$ cat config.mk
export PLATFORM = sky130hd
export DESIGN_NAME = adc_fifo_serial
export DESIGN_NICKNAME = d
export VERILOG_FILES = /design/src/design/adc_fifo_pkg.sv /design/src/design/skid_buffer.sv /design/src/design/adc_fifo_serial.sv
export SDC_FILE = /design/constraint.sdc
export NUM_CORES = 1
export LEC_CHECK = 0
export BUFFER_PORTS_ARGS = -buffer_cell sky130_fd_sc_hd__buf_2
export CAP_MARGIN = 20
export CORE_MARGIN = 3
export CORE_UTILIZATION = 40
export DETAILED_ROUTE_END_ITERATION = 8
export PLACE_DENSITY_LB_ADDON = 0.2
export SYNTH_ARGS = -nofsm -noshare
export SYNTH_HDL_FRONTEND = slang
export SYNTH_SLANG_ARGS = --single-unit
$ cat constraint.sdc
create_clock -name clk -period 4.4 [get_ports clk]
set_clock_uncertainty 0.15 [all_clocks]
set_input_delay 0.22 -clock clk [delete_from_list [all_inputs] [get_ports clk]]
set_output_delay 0.22 -clock clk [all_outputs]
set_load 0.01 [all_outputs]
$ cat src/design/adc_fifo_pkg.sv
// Purpose: shared constants and carriers for the result fifo serial readout block
// Assumes: 100 MHz system clock, host-driven serial clock sampled as a pin
// Notes:   entries are 16 bits, four leading zeros then a 12-bit straight-binary code
// How it works
// - chip select raised inside first byte: next byte read gives following 8 bits.
// - first byte complete, second byte partial: rest of entry is dropped.
// - later entries stay intact; host ignores four leading zero bits of each entry.
// - partial register write updates shifted-in bits from msb down, keeps the rest.
// - voltage codes are straight binary, one step is reference over 4096.
// - temperature codes are binary, one step is 0.125 degrees.
// - end-of-conversion stays low from scan end until chip select or convert start low.
// - a requested temperature result enters the fifo before channel results.
// - reset command with bit one empties fifo; with bit zero resets all registers.
package adc_fifo_pkg;
   localparam int          ENTRY_W       = 16;
   localparam int          CODE_W        = 12;
   localparam int          LEAD_W        = 4;
   localparam int          FIFO_DEPTH    = 16;
   localparam int          CFG_REGS      = 4;
   localparam int          CMD_RST_BIT   = 3;
   localparam logic [3:0]  CMD_RST_TAG   = 4'h1;
   localparam int          CMD_SEL_HI    = 7;
   localparam int          CMD_SEL_LO    = 4;
   localparam logic [7:0]  CFG_RST_VAL   = 8'h00;
   localparam int          BYTE_W        = 8;
   localparam int          VREF_STEPS    = 4096;
   localparam int          TEMP_MDEG_LSB = 125;

   typedef struct packed {
      logic              is_temp;
      logic [CODE_W-1:0] code;
   } result_t;

   typedef enum logic [2:0] {
      SP_IDLE  = 3'b001,
      SP_READ  = 3'b010,
      SP_WRITE = 3'b100
   } sp_state_t;
endpackage

$ cat src/design/skid_buffer.sv
// Purpose: two-entry buffer between the converter core and the result fifo
// Assumes: single clock
// Notes:   full throughput; a stall downstream loses no word
`timescale 1ns/100ps
module skid_buffer
   import adc_fifo_pkg::*;
#(
   parameter int W = 13
)
(
   input  wire logic         clk,
   input  wire logic         rstn,
   input  wire logic         in_valid,
   output logic              in_ready,
   input  wire logic [W-1:0] in_data,
   output logic              out_valid,
   input  wire logic         out_ready,
   output logic [W-1:0]      out_data
);
   typedef struct packed {
      logic [1:0][W-1:0] d;
      logic [1:0]        cnt;
      logic              rdy;
   } sk_t;
   sk_t s_r, s_nxt;
   logic push, pop;

   always_comb
   begin
      s_nxt = s_r;
      push  = in_valid && (s_r.cnt != 2'h2);
      pop   = out_ready && (s_r.cnt != 2'h0);
      if (pop)
      begin
         s_nxt.d[0] = s_r.d[1];
      end
      if (push)
      begin
         if (s_r.cnt == 2'h0 || (s_r.cnt == 2'h1 && pop))
         begin
            s_nxt.d[0] = in_data;
         end
         else
         begin
            s_nxt.d[1] = in_data;
         end
      end
      s_nxt.cnt = s_r.cnt + {1'b0, push} - {1'b0, pop};
      // ready is registered so the upstream side sees a flop, not a compare
      s_nxt.rdy = (s_nxt.cnt != 2'h2);
   end

   always_ff @(posedge clk or negedge rstn)
   begin
      if (!rstn)
      begin
         s_r <= '{d:'0, cnt:2'h0, rdy:1'b1};
      end
      else
      begin
         s_r <= s_nxt;
      end
   end

   assign in_ready  = s_r.rdy;
   assign out_valid = (s_r.cnt != 2'h0);
   assign out_data  = s_r.d[0];
endmodule

$ cat src/design/adc_fifo_serial.sv
// Purpose: result fifo and serial port with partial read and write handling
// Assumes: sclk, cs_n, din, convert_start_input are pins; core results arrive on clk
// Notes:   mode-0 serial: data sampled on rising sclk, shifted out on falling sclk
`timescale 1ns/100ps
module adc_fifo_serial
   import adc_fifo_pkg::*;
#(
   parameter int DEPTH = FIFO_DEPTH
)
(
   input  wire logic                clk,
   input  wire logic                rstn,
   input  wire logic                cs_n,
   input  wire logic                sclk,
   input  wire logic                din,
   output logic                     dout,
   output logic                     eoc_n,
   input  wire logic                convert_start_input_n,
   input  wire logic                core_valid,
   output logic                     core_ready,
   input  wire result_t             core_data,
   input  wire logic                scan_done,
   output logic                     scan_abort,
   output logic [CFG_REGS-1:0][7:0] cfg
);
   localparam int PW = $clog2(DEPTH);

   typedef struct packed {
      logic [2:0]                sy_cs, sy_ck, sy_di, sy_cv;
      logic                      cs, ck, cv;
      sp_state_t                 st;
      logic [4:0]                bits;
      logic [ENTRY_W-1:0]        sh;
      logic [7:0]                wsh;
      logic [1:0]                widx;
      logic                      touched;
      logic                      lost_first;
      logic [PW:0]               rd, wr;
      logic [CFG_REGS-1:0][7:0]  cfg;
      logic                      dout;
      logic                      eoc_n;
      logic                      abort;
   } st_t;

   st_t s_r, s_nxt;
   logic [ENTRY_W-1:0] mem_r [DEPTH];
   logic               bv;
   result_t            bd;
   logic               b_rdy;
   logic               full;
   logic               pin_cs, pin_ck, pin_di, pin_cv;
   logic               ck_rise, ck_fall, cs_fall, cs_rise;
   logic               rst_cmd;
   logic [3:0]         nw;

   skid_buffer #(.W($bits(result_t))) u_buf
   (
      .clk       (clk),
      .rstn      (rstn),
      .in_valid  (core_valid),
      .in_ready  (core_ready),
      .in_data   (core_data),
      .out_valid (bv),
      .out_ready (b_rdy),
      .out_data  (bd)
   );

   ////////////////////////////////////////////////////////////////////////////
   always_comb
   begin
      s_nxt = s_r;
      s_nxt.sy_cs = {s_r.sy_cs[1:0], cs_n};
      s_nxt.sy_ck = {s_r.sy_ck[1:0], sclk};
      s_nxt.sy_di = {s_r.sy_di[1:0], din};
      s_nxt.sy_cv = {s_r.sy_cv[1:0], convert_start_input_n};
      // a cs, sclk or convert start change counts once stages two and three agree; din is taken from stage three
      pin_cs = (s_r.sy_cs[2] == s_r.sy_cs[1]) ? s_r.sy_cs[2] : s_r.cs;
      pin_ck = (s_r.sy_ck[2] == s_r.sy_ck[1]) ? s_r.sy_ck[2] : s_r.ck;
      pin_di = s_r.sy_di[2];
      pin_cv = (s_r.sy_cv[2] == s_r.sy_cv[1]) ? s_r.sy_cv[2] : s_r.cv;
      s_nxt.cs = pin_cs;
      s_nxt.ck = pin_ck;
      s_nxt.cv = pin_cv;
      ck_rise = pin_ck && !s_r.ck && !pin_cs;
      ck_fall = !pin_ck && s_r.ck && !pin_cs;
      cs_fall = !pin_cs && s_r.cs;
      cs_rise = pin_cs && !s_r.cs;
      full    = (s_r.wr - s_r.rd) == (PW+1)'(DEPTH);
      b_rdy   = 1'b0;
      s_nxt.abort = 1'b0;
      nw      = (s_r.bits > 5'(BYTE_W)) ? 4'(BYTE_W) : s_r.bits[3:0];
      rst_cmd = (s_r.bits >= 5'(BYTE_W)) && (s_r.wsh[CMD_SEL_HI:CMD_SEL_LO] == CMD_RST_TAG);

      // stays low until cs or convert start next falls
      if (scan_done)
      begin
         s_nxt.eoc_n = 1'b0;
      end
      else if (cs_fall || (!pin_cv && s_r.cv))
      begin
         s_nxt.eoc_n = 1'b1;
         // early select kills the running scan; the host is expected to wait
         s_nxt.abort = cs_fall && s_r.eoc_n;
      end

      // temperature ordering is kept by the core feeding it first; codes pass untouched
      if (bv && !full)
      begin
         b_rdy = 1'b1;
         s_nxt.wr = s_r.wr + 1'b1;
      end

      unique case (s_r.st)
         SP_IDLE:
         begin
            s_nxt.dout = 1'b0;
            if (cs_fall)
            begin
               s_nxt.st      = SP_WRITE;
               s_nxt.bits    = '0;
               s_nxt.touched = 1'b0;
               s_nxt.wsh     = '0;
               s_nxt.widx    = '0;
               // leading zeros of the next entry, then 12-bit code
               s_nxt.sh      = (s_r.rd != s_r.wr) ? mem_r[s_r.rd[PW-1:0]] : '0;
               if (s_r.lost_first)
               begin
                  s_nxt.sh = {s_nxt.sh[ENTRY_W-BYTE_W-1:0], 8'h00};
               end
            end
         end
         SP_WRITE, SP_READ:
         begin
            if (ck_rise)
            begin
               s_nxt.bits = s_r.bits + 5'h1;
               // the first byte of every frame is the host's command or register byte
               if (s_r.bits < 5'(BYTE_W))
               begin
                  s_nxt.wsh = {s_r.wsh[6:0], pin_di};
               end
               // register index is the first two bits shifted in
               if (s_r.bits == 5'h1)
               begin
                  s_nxt.widx = {s_r.wsh[0], pin_di};
               end
            end
            // every falling edge shows the next bit; the first one moves the state from SP_WRITE to SP_READ
            if (ck_fall)
            begin
               s_nxt.st      = SP_READ;
               s_nxt.dout    = s_r.sh[ENTRY_W-1];
               s_nxt.sh      = {s_r.sh[ENTRY_W-2:0], 1'b0};
               s_nxt.touched = 1'b1;
            end
            if (cs_rise)
            begin
               s_nxt.st   = SP_IDLE;
               s_nxt.dout = 1'b0;
               if (s_r.touched && s_r.rd != s_r.wr)
               begin
                  if (s_r.bits < 5'(BYTE_W) && !s_r.lost_first)
                  begin
                     // first byte cut short: keep the entry, next read gives next 8 bits
                     s_nxt.lost_first = 1'b1;
                  end
                  else
                  begin
                     s_nxt.rd = s_r.rd + 1'b1;
                     s_nxt.lost_first = 1'b0;
                  end
               end
               // commands act at frame end, so a clear also drops the entry just read
               if (rst_cmd)
               begin
                  s_nxt.rd = s_r.wr;
                  s_nxt.lost_first = 1'b0;
                  if (!s_r.wsh[CMD_RST_BIT])
                  begin
                     s_nxt.cfg = {CFG_REGS{CFG_RST_VAL}};
                  end
               end
               else if (nw != 4'h0)
               begin
                  // merge only the bits shifted so far, msb downward
                  for (int i = 0; i < BYTE_W; i++)
                  begin
                     if (i >= BYTE_W - int'(nw))
                     begin
                        s_nxt.cfg[s_r.widx][i] = s_r.wsh[i - (BYTE_W - int'(nw))];
                     end
                  end
               end
            end
         end
         default:
         begin
            s_nxt.st = SP_IDLE;
         end
      endcase
   end

   ////////////////////////////////////////////////////////////////////////////
   always_ff @(posedge clk or negedge rstn)
   begin
      if (!rstn)
      begin
         s_r <= '{sy_cs:3'h7, sy_ck:3'h0, sy_di:3'h0, sy_cv:3'h7, cs:1'b1, ck:1'b0,
                  cv:1'b1, st:SP_IDLE, eoc_n:1'b1, cfg:{CFG_REGS{CFG_RST_VAL}},
                  default:'0};
      end
      else
      begin
         s_r <= s_nxt;
      end
   end

   // fifo storage has no reset; pointers decide what is valid
   always_ff @(posedge clk)
   begin
      if (b_rdy)
      begin
         mem_r[s_r.wr[PW-1:0]] <= {(LEAD_W)'(0), bd.code};
      end
   end

   assign dout       = s_r.dout;
   assign eoc_n      = s_r.eoc_n;
   assign scan_abort = s_r.abort;
   assign cfg        = s_r.cfg;
endmodule

==> impl_metrics.json, run 1 <==
{
  "status": "finished clean",
  "ys.flop_type": "edfxtp_1",
  "synth-seq-cells": 315,
  "grt.total_usage_pct": 16.4,
  "netlist_instances": 946,
  "max-vdd-ir-drop_mv": 0.441,
  "top_level_ports": 57,
  "clk_latency_ps": 530,
  "period_minus_slack_ps": 3490,
  "first_global_vias": 8045,
  "drive_gt1_share_pct": 23.8,
  "worst_pin_slew_ps": 1050,
  "hold_depth": 4,
  "viasPerCell": 5.36,
  "die_area_um2": 37100,
  "setup.worst_path.start_class": "register",
  "grt_pass1_wl_mm": 47.0,
  "reg2reg_slack_ps": 910,
  "slew_headroom_pct": 29.5,
  "p_per_area_nw_per_um2": 546,
  "drt_iter0_drc": 582,
  "reg2reg_depth": 12,
  "post-cts-setup-buffers": 0,
  "yosysTopAreaCell": "edfxtp_1",
  "port_buffers": 55,
  "rsz0062_at_grt": "false",
  "clock.fmax_ghz": 0.287,
  "fin_ws_ps": 910,
  "drv_slew": 0,
  "fp.dieH_um": 193,
  "path_class": "reg -> reg",
  "finalWirelength_mm": 29.6,
  "wl_per_cell_um": 20.1,
  "max-cap-violations": 0,
  "worstSetupEndpointType": "register",
  "grt.overflow.total": 0,
  "drtPass1Iterations": 5,
  "cts_tree": "done",
  "required_ps": 4660,
  "cp_max_fo": 8,
  "min_period_over_period_pct": 79.3,
  "synth_async_sr_flop_share_pct": 39.0,
  "ys_types": 75,
  "area_growth_pct": 13.1,
  "dieWidth_um": 193,
  "hp-class": "in -> reg",
  "finalNetCount": 1044,
  "core_um2": 34000,
  "fp-row-count": 67,
  "diodes": 0,
  "r2r_start": "s_r[73]",
  "holdBufCountCts": 18,
  "clock_path_buffers": 3,
  "tns_ps": 0,
  "cp.arrival_ps": 3750,
  "fin_total_pwr_mw": 8.60,
  "synth_edf_count": 192,
  "grt_max_degree": 92,
  "synth_top_area_share_pct": 41.4,
  "synth_area_um2": 13900,
  "fillers": 2964,
  "clk_pin_slew_ps": 60,
  "yosysSeqAreaShare_pct": 63.5,
  "post_cts_resized": 0,
  "antenna_found_initial": 0,
  "cts.sinks": 315,
  "fin_util_pct": 46.5,
  "synth.avg_cell_area_um2": 14.7,
  "finalHoldViolCount": 0,
  "drc": 0,
  "min_to": "u_buf.s_r[20]",
  "r2r-end": "cfg[19]",
  "power_leakage_nw": 5.97,
  "cts_root_buf": "clkbuf_16",
  "detail-route-antenna-nets": 0,
  "hold_start": "core_valid",
  "globalplace.congestion": 0.761,
  "vias": 7905,
  "cts_max_level": 2,
  "numCtsBuffers": 35,
  "dpl.hpwl_mm": 18.6,
  "yosysWarnings": 0,
  "synth_area_leaders": "edfxtp_1 (41%), dfrtp_1 (20%), mux4_2 (8.4%), nand2_1 (2.7%), o21ai_0 (2.6%)",
  "placement.setup.worst_slack_ps": 878,
  "initial_utilization_pct": 41.1,
  "syn_nets": 988,
  "setup_violations": 0
}
## power breakdown
| part | switching, mW | leakage (nW) | internal (mW) |
|---|---|---|---|
| Sequential | 0.421 | 3.33 | 3.99 |
| Combinational | 0.735 | 2.07 | 0.529 |
| Clock | 1.19 | 0.576 | 1.74 |
| Total | 2.34 | 5.97 | 6.26 |
## cell families (layout without fill, tap and decap cells)
logic type	after synthesis	in the layout	synth area share (%)
flops	315	315	63.5
simple gates	224	224	8.03
mux	107	107	13.0
compound gates	170	170	8.24
fa+ha+maj	24	24	2.11
xor+xnor	12	12	0.754
buf+inv	94	175	4.33
## cell usage in the layout (no fill, tap or decap), types with 11 or more instances in the layout
cell           instances
buf_4                 19
nand2_1              100
a22o_1                15
buf_2                 54
a22oi_1               12
mux2i_1               30
mux4_2                52
o21ai_0               73
edfxtp_1             192
inv_1                 17
clkinv_2              11
ha_1                  21
dfrtp_1              111
nor2_1                28
dfstp_2               11
mux2_2                21
clkbuf_16             35
nand3_1               20
and3_1                18
a21oi_1               13
dlygate4sd3_1         18
## stage by stage
stage / hold WS (ps) / std cells / cell area [µm²]
floorplan: -226 / 946 / 13900
global placement: 175 / 1394 / 14400
detailed placement: 180 / 1394 / 14400
CTS: 39.2 / 1474 / 15800
global route: 34.0 / 1475 / 15800
finish: 31.0 / 1475 / 15800
## metal layers
| metal | vias to the layer above | global-route usage [%] | share of wire, % |
|---|---|---|---|
| met5 | - | 0 | 0 |
| met4 | 0 | 4.26 | 1.8 |
| met3 | 36 | 2.47 | 3.5 |
| met2 | 151 | 26.0 | 47 |
| met1 | 4010 | 23.9 | 48 |
| li1 | 3708 | - | - |
## synthesized netlist by cell type, types with 4 or more instances
cell type	instances
a21o_1	5
o21ai_0	73
dfstp_2	11
nor2_1	28
a221oi_2	4
nand4_1	7
o2bb2ai_1	4
a31oi_1	6
dfrtp_1	112
and2_1	6
a22oi_1	12
o21ai_1	5
nand2_1	100
nor2b_1	6
mux2_2	21
mux2i_1	30
edfxtp_1	192
buf_2	10
o22ai_1	4
inv_1	17
nor3_1	7
nand2b_1	7
xor2_1	5
a22o_1	15
a21oi_1	13
mux4_1	4
xnor2_1	7
and3_1	18
or3_1	5
nand3_1	20
buf_6	7
clkbuf_1	15
buf_4	37
mux4_2	52
ha_1	21
## critical path, cell delays in order, from the launching register on
cell and delay (ps):
dfrtp_1 500, inv_1 130, ha_1 210, nand2b_4 70
a21oi_2 170, nand2_1 150, ha_1 230, and2_1 170
a211oi_1 630, a31oi_1 170, o21ai_0 490, or2_1 210
o21ai_0 100
## worst max path at each step
stage,from,endpoint
2_1_floorplan,s_r[42],mem_r[3][0]
3_3_place_gp,s_r[41],mem_r[5][2]
3_5_place_dp,s_r[41],mem_r[12][2]
4_1_cts,s_r[41],mem_r[12][8]
5_1_grt,s_r[73],cfg[19]
6_report,s_r[73],cfg[19]
## state kept, by name, indices dropped and copies added, names as in the netlist
signal,cells
u_buf.in_ready,1
dout,1
s_nxt,8
s_r,52
mem_r,192
u_buf.s_r,14
u_buf.out_data,12
pin_di,1
cfg,32
eoc_n,1
scan_abort,1
## final cells by class
cell class	count	area [µm²]	area share, %
Clock buffer	41	918	5.82
Clock inverter	21	238	1.51
Inverter	20	76.3	0.484
Multi-Input combinational cell	537	4490	28.5
Sequential cell	315	8860	56.2
Tap cell	448	561	3.55
Timing Repair Buffer	93	624	3.96
No activity file was read; power rests on OpenSTA's default activity.
==> run 2: changes to the inputs <==
Clock period 4.4 ns to 3 ns, I/O delays scaled along.
==> run 2 against run 1 <==
Against the previous run: flip-flop and latch count stayed put; die area stayed put; worst setup slack worse by 790 ps; cell count is 3.3% higher; fmax is 21% higher; non-clock buffer count is 46 higher; largest power group unchanged; worst hold slack better by 75 ps; design area is 3.5% higher; largest cell class unchanged; clock-buffer cell count is 10 higher; highest routed layer unchanged; critical path type unchanged.
==> impl_metrics.json, run 2 (same netlist as run 1, synthesis figures left out) <==
{
  "worstPathCellList": "ha_4, nor2b_2, o21ba_1, or3_4, a31oi_4, buf_4, and3_1, buf_4",
  "fin_util_pct": 48.1,
  "grt.overflow.total": 0,
  "dpl.hpwl_mm": 20.4,
  "core_um2": 34000,
  "p_comb_share_pct": 16.7,
  "fillers": 2949,
  "placed_area_um2": 14900,
  "worstSetupEndpointType": "register",
  "crit_slowest_cell": "or3_4",
  "required_ps": 3080,
  "intPower_mw": 9.48,
  "area_growth_pct": 17.1,
  "setup.worst_path.start_class": "register",
  "drtPass1Iterations": 5,
  "globalplace.congestion": 0.812,
  "p_per_area_nw_per_um2": 796,
  "cts_tree": "done",
  "clk_latency_ps": 540,
  "viasPerCell": 5.34,
  "max-vdd-ir-drop_mv": 0.642,
  "clk_pin_slew_ps": 60,
  "largest_reg_flops": 192,
  "period_minus_slack_ps": 2880,
  "hp-class": "in -> reg",
  "port_buffers": 55,
  "tns_ps": 0,
  "min_period_over_period_pct": 95.9,
  "fp.dieH_um": 193,
  "clock_path_buffers": 3,
  "drt_iter0_drc": 600,
  "final_cell_area_um2": 16300,
  "cp_max_fo": 20,
  "initial_utilization_pct": 41.1,
  "slowest_delay_ps": 430,
  "grt.total_usage_pct": 17.1,
  "antenna_found_initial": 0,
  "worst_pin_slew_ps": 1010,
  "finalHoldViolCount": 0,
  "detail-route-antenna-nets": 0,
  "wl_per_cell_um": 20.1,
  "seq_power_share_pct": 49.6,
  "grt_pass1_wl_mm": 48.5,
  "die_area_um2": 37100,
  "numCtsBuffers": 37,
  "top_level_ports": 57,
  "cts_root_buf": "clkbuf_16",
  "layout_common_cells": "edfxtp_1 (192), dfrtp_1 (110), nand2_1 (98), o21ai_0 (67), buf_4 (56)",
  "cts_max_level": 2,
  "diodes": 0,
  "power_leakage_nw": 6.25,
  "crit_top_cell": "buf_4",
  "power_frac_clock_pct": 33.7,
  "setup_violations": 0,
  "max-cap-violations": 0,
  "post-cts-setup-buffers": 0,
  "cp.arrival_ps": 2960,
  "status": "finished clean",
  "hold_slack_ps": 106,
  "net-switching-power_mw": 3.52,
  "wl_met2_mm": 14.4,
  "fp-row-count": 67,
  "first_global_vias": 8292,
  "drv_slew": 0,
  "dieWidth_um": 193,
  "fin_total_pwr_mw": 13.0,
  "route.met3.wl_mm": 1.27,
  "m1WireLength_mm": 14.4,
  "drc": 0,
  "cts.sinks": 315,
  "finalWirelength_mm": 30.7,
  "path_class": "reg -> reg",
  "clock.fmax_ghz": 0.348,
  "final_common_cell": "edfxtp_1",
  "swShare_pct": 27.1,
  "finalNetCount": 1092,
  "grt_max_degree": 101,
  "vias": 8138,
  "drive_gt1_share_pct": 27.5,
  "top_layer": "met4",
  "reg2reg_slack_ps": 120,
  "slew_headroom_pct": 32.7
}
run 2: worst paths after layout:
path                                        from           end  cells past startpoint
hold / removal             convert_start_input_n     s_nxt[85]                      2
setup / recovery                         s_r[36]  mem_r[14][1]                      8
hold reg to reg                        s_nxt[88]     s_nxt[89]                      0
min in group asynchronous                   rstn       s_r[57]                      2
max in group asynchronous                   rstn        cfg[8]                      3
setup reg to reg                         s_r[36]  mem_r[14][1]                      8
run 2: layout make-up:
class	count	area, µm²	share of cell area [%]
clock buffers	51	1020	6.25
clock inverters	14	171	1.05
inverters	20	81.3	0.498
multi-input cells	537	4560	27.9
flip-flops and latches	315	8860	54.3
well taps	448	561	3.43
repair buffers	139	1070	6.57
run 2: worst max-delay path: cells and delay by family, from the launching register on:
kind	cells	cell delay, ps
AO/OA/AOI/OAI	2	380
flip-flops	1	420
adder cells (fa/ha/maj)	1	260
AND/OR/NAND/NOR	3	860
buffers and inverters	2	490
run 2: through the flow:
stage	setup WS, ps	cells
floorplan	3.47	946
global placement	77.5	1440
detailed placement	19.6	1440
CTS	14.6	1524
global route	-8.32	1524
finish	123	1524
run 2: layer usage:
layer | vias up | track usage, %
met1 | 4132 | 24.4
met3 | 41 | 2.78
li1 | 3796 | -
met5 | - | 0
met2 | 169 | 27.4
met4 | 0 | 4.71
run 2: power groups by stage:
stage,Combinational [mW],Clock (mW),Sequential [mW]
after floorplan,1.40,0,6.31
after global placement,2.14,0,6.52
after detailed placement,2.17,0,6.55
after CTS,2.20,4.50,6.47
after global routing,2.40,4.70,6.59
final,2.17,4.38,6.45
run 2: what timing repair did:
action                     4_1_cts  5_1_grt
hold buffers                    19        0
setup endpoints to repair        2       24
pin swaps                        0        1
gates resized for setup          1       12
hold endpoints to repair       118        0
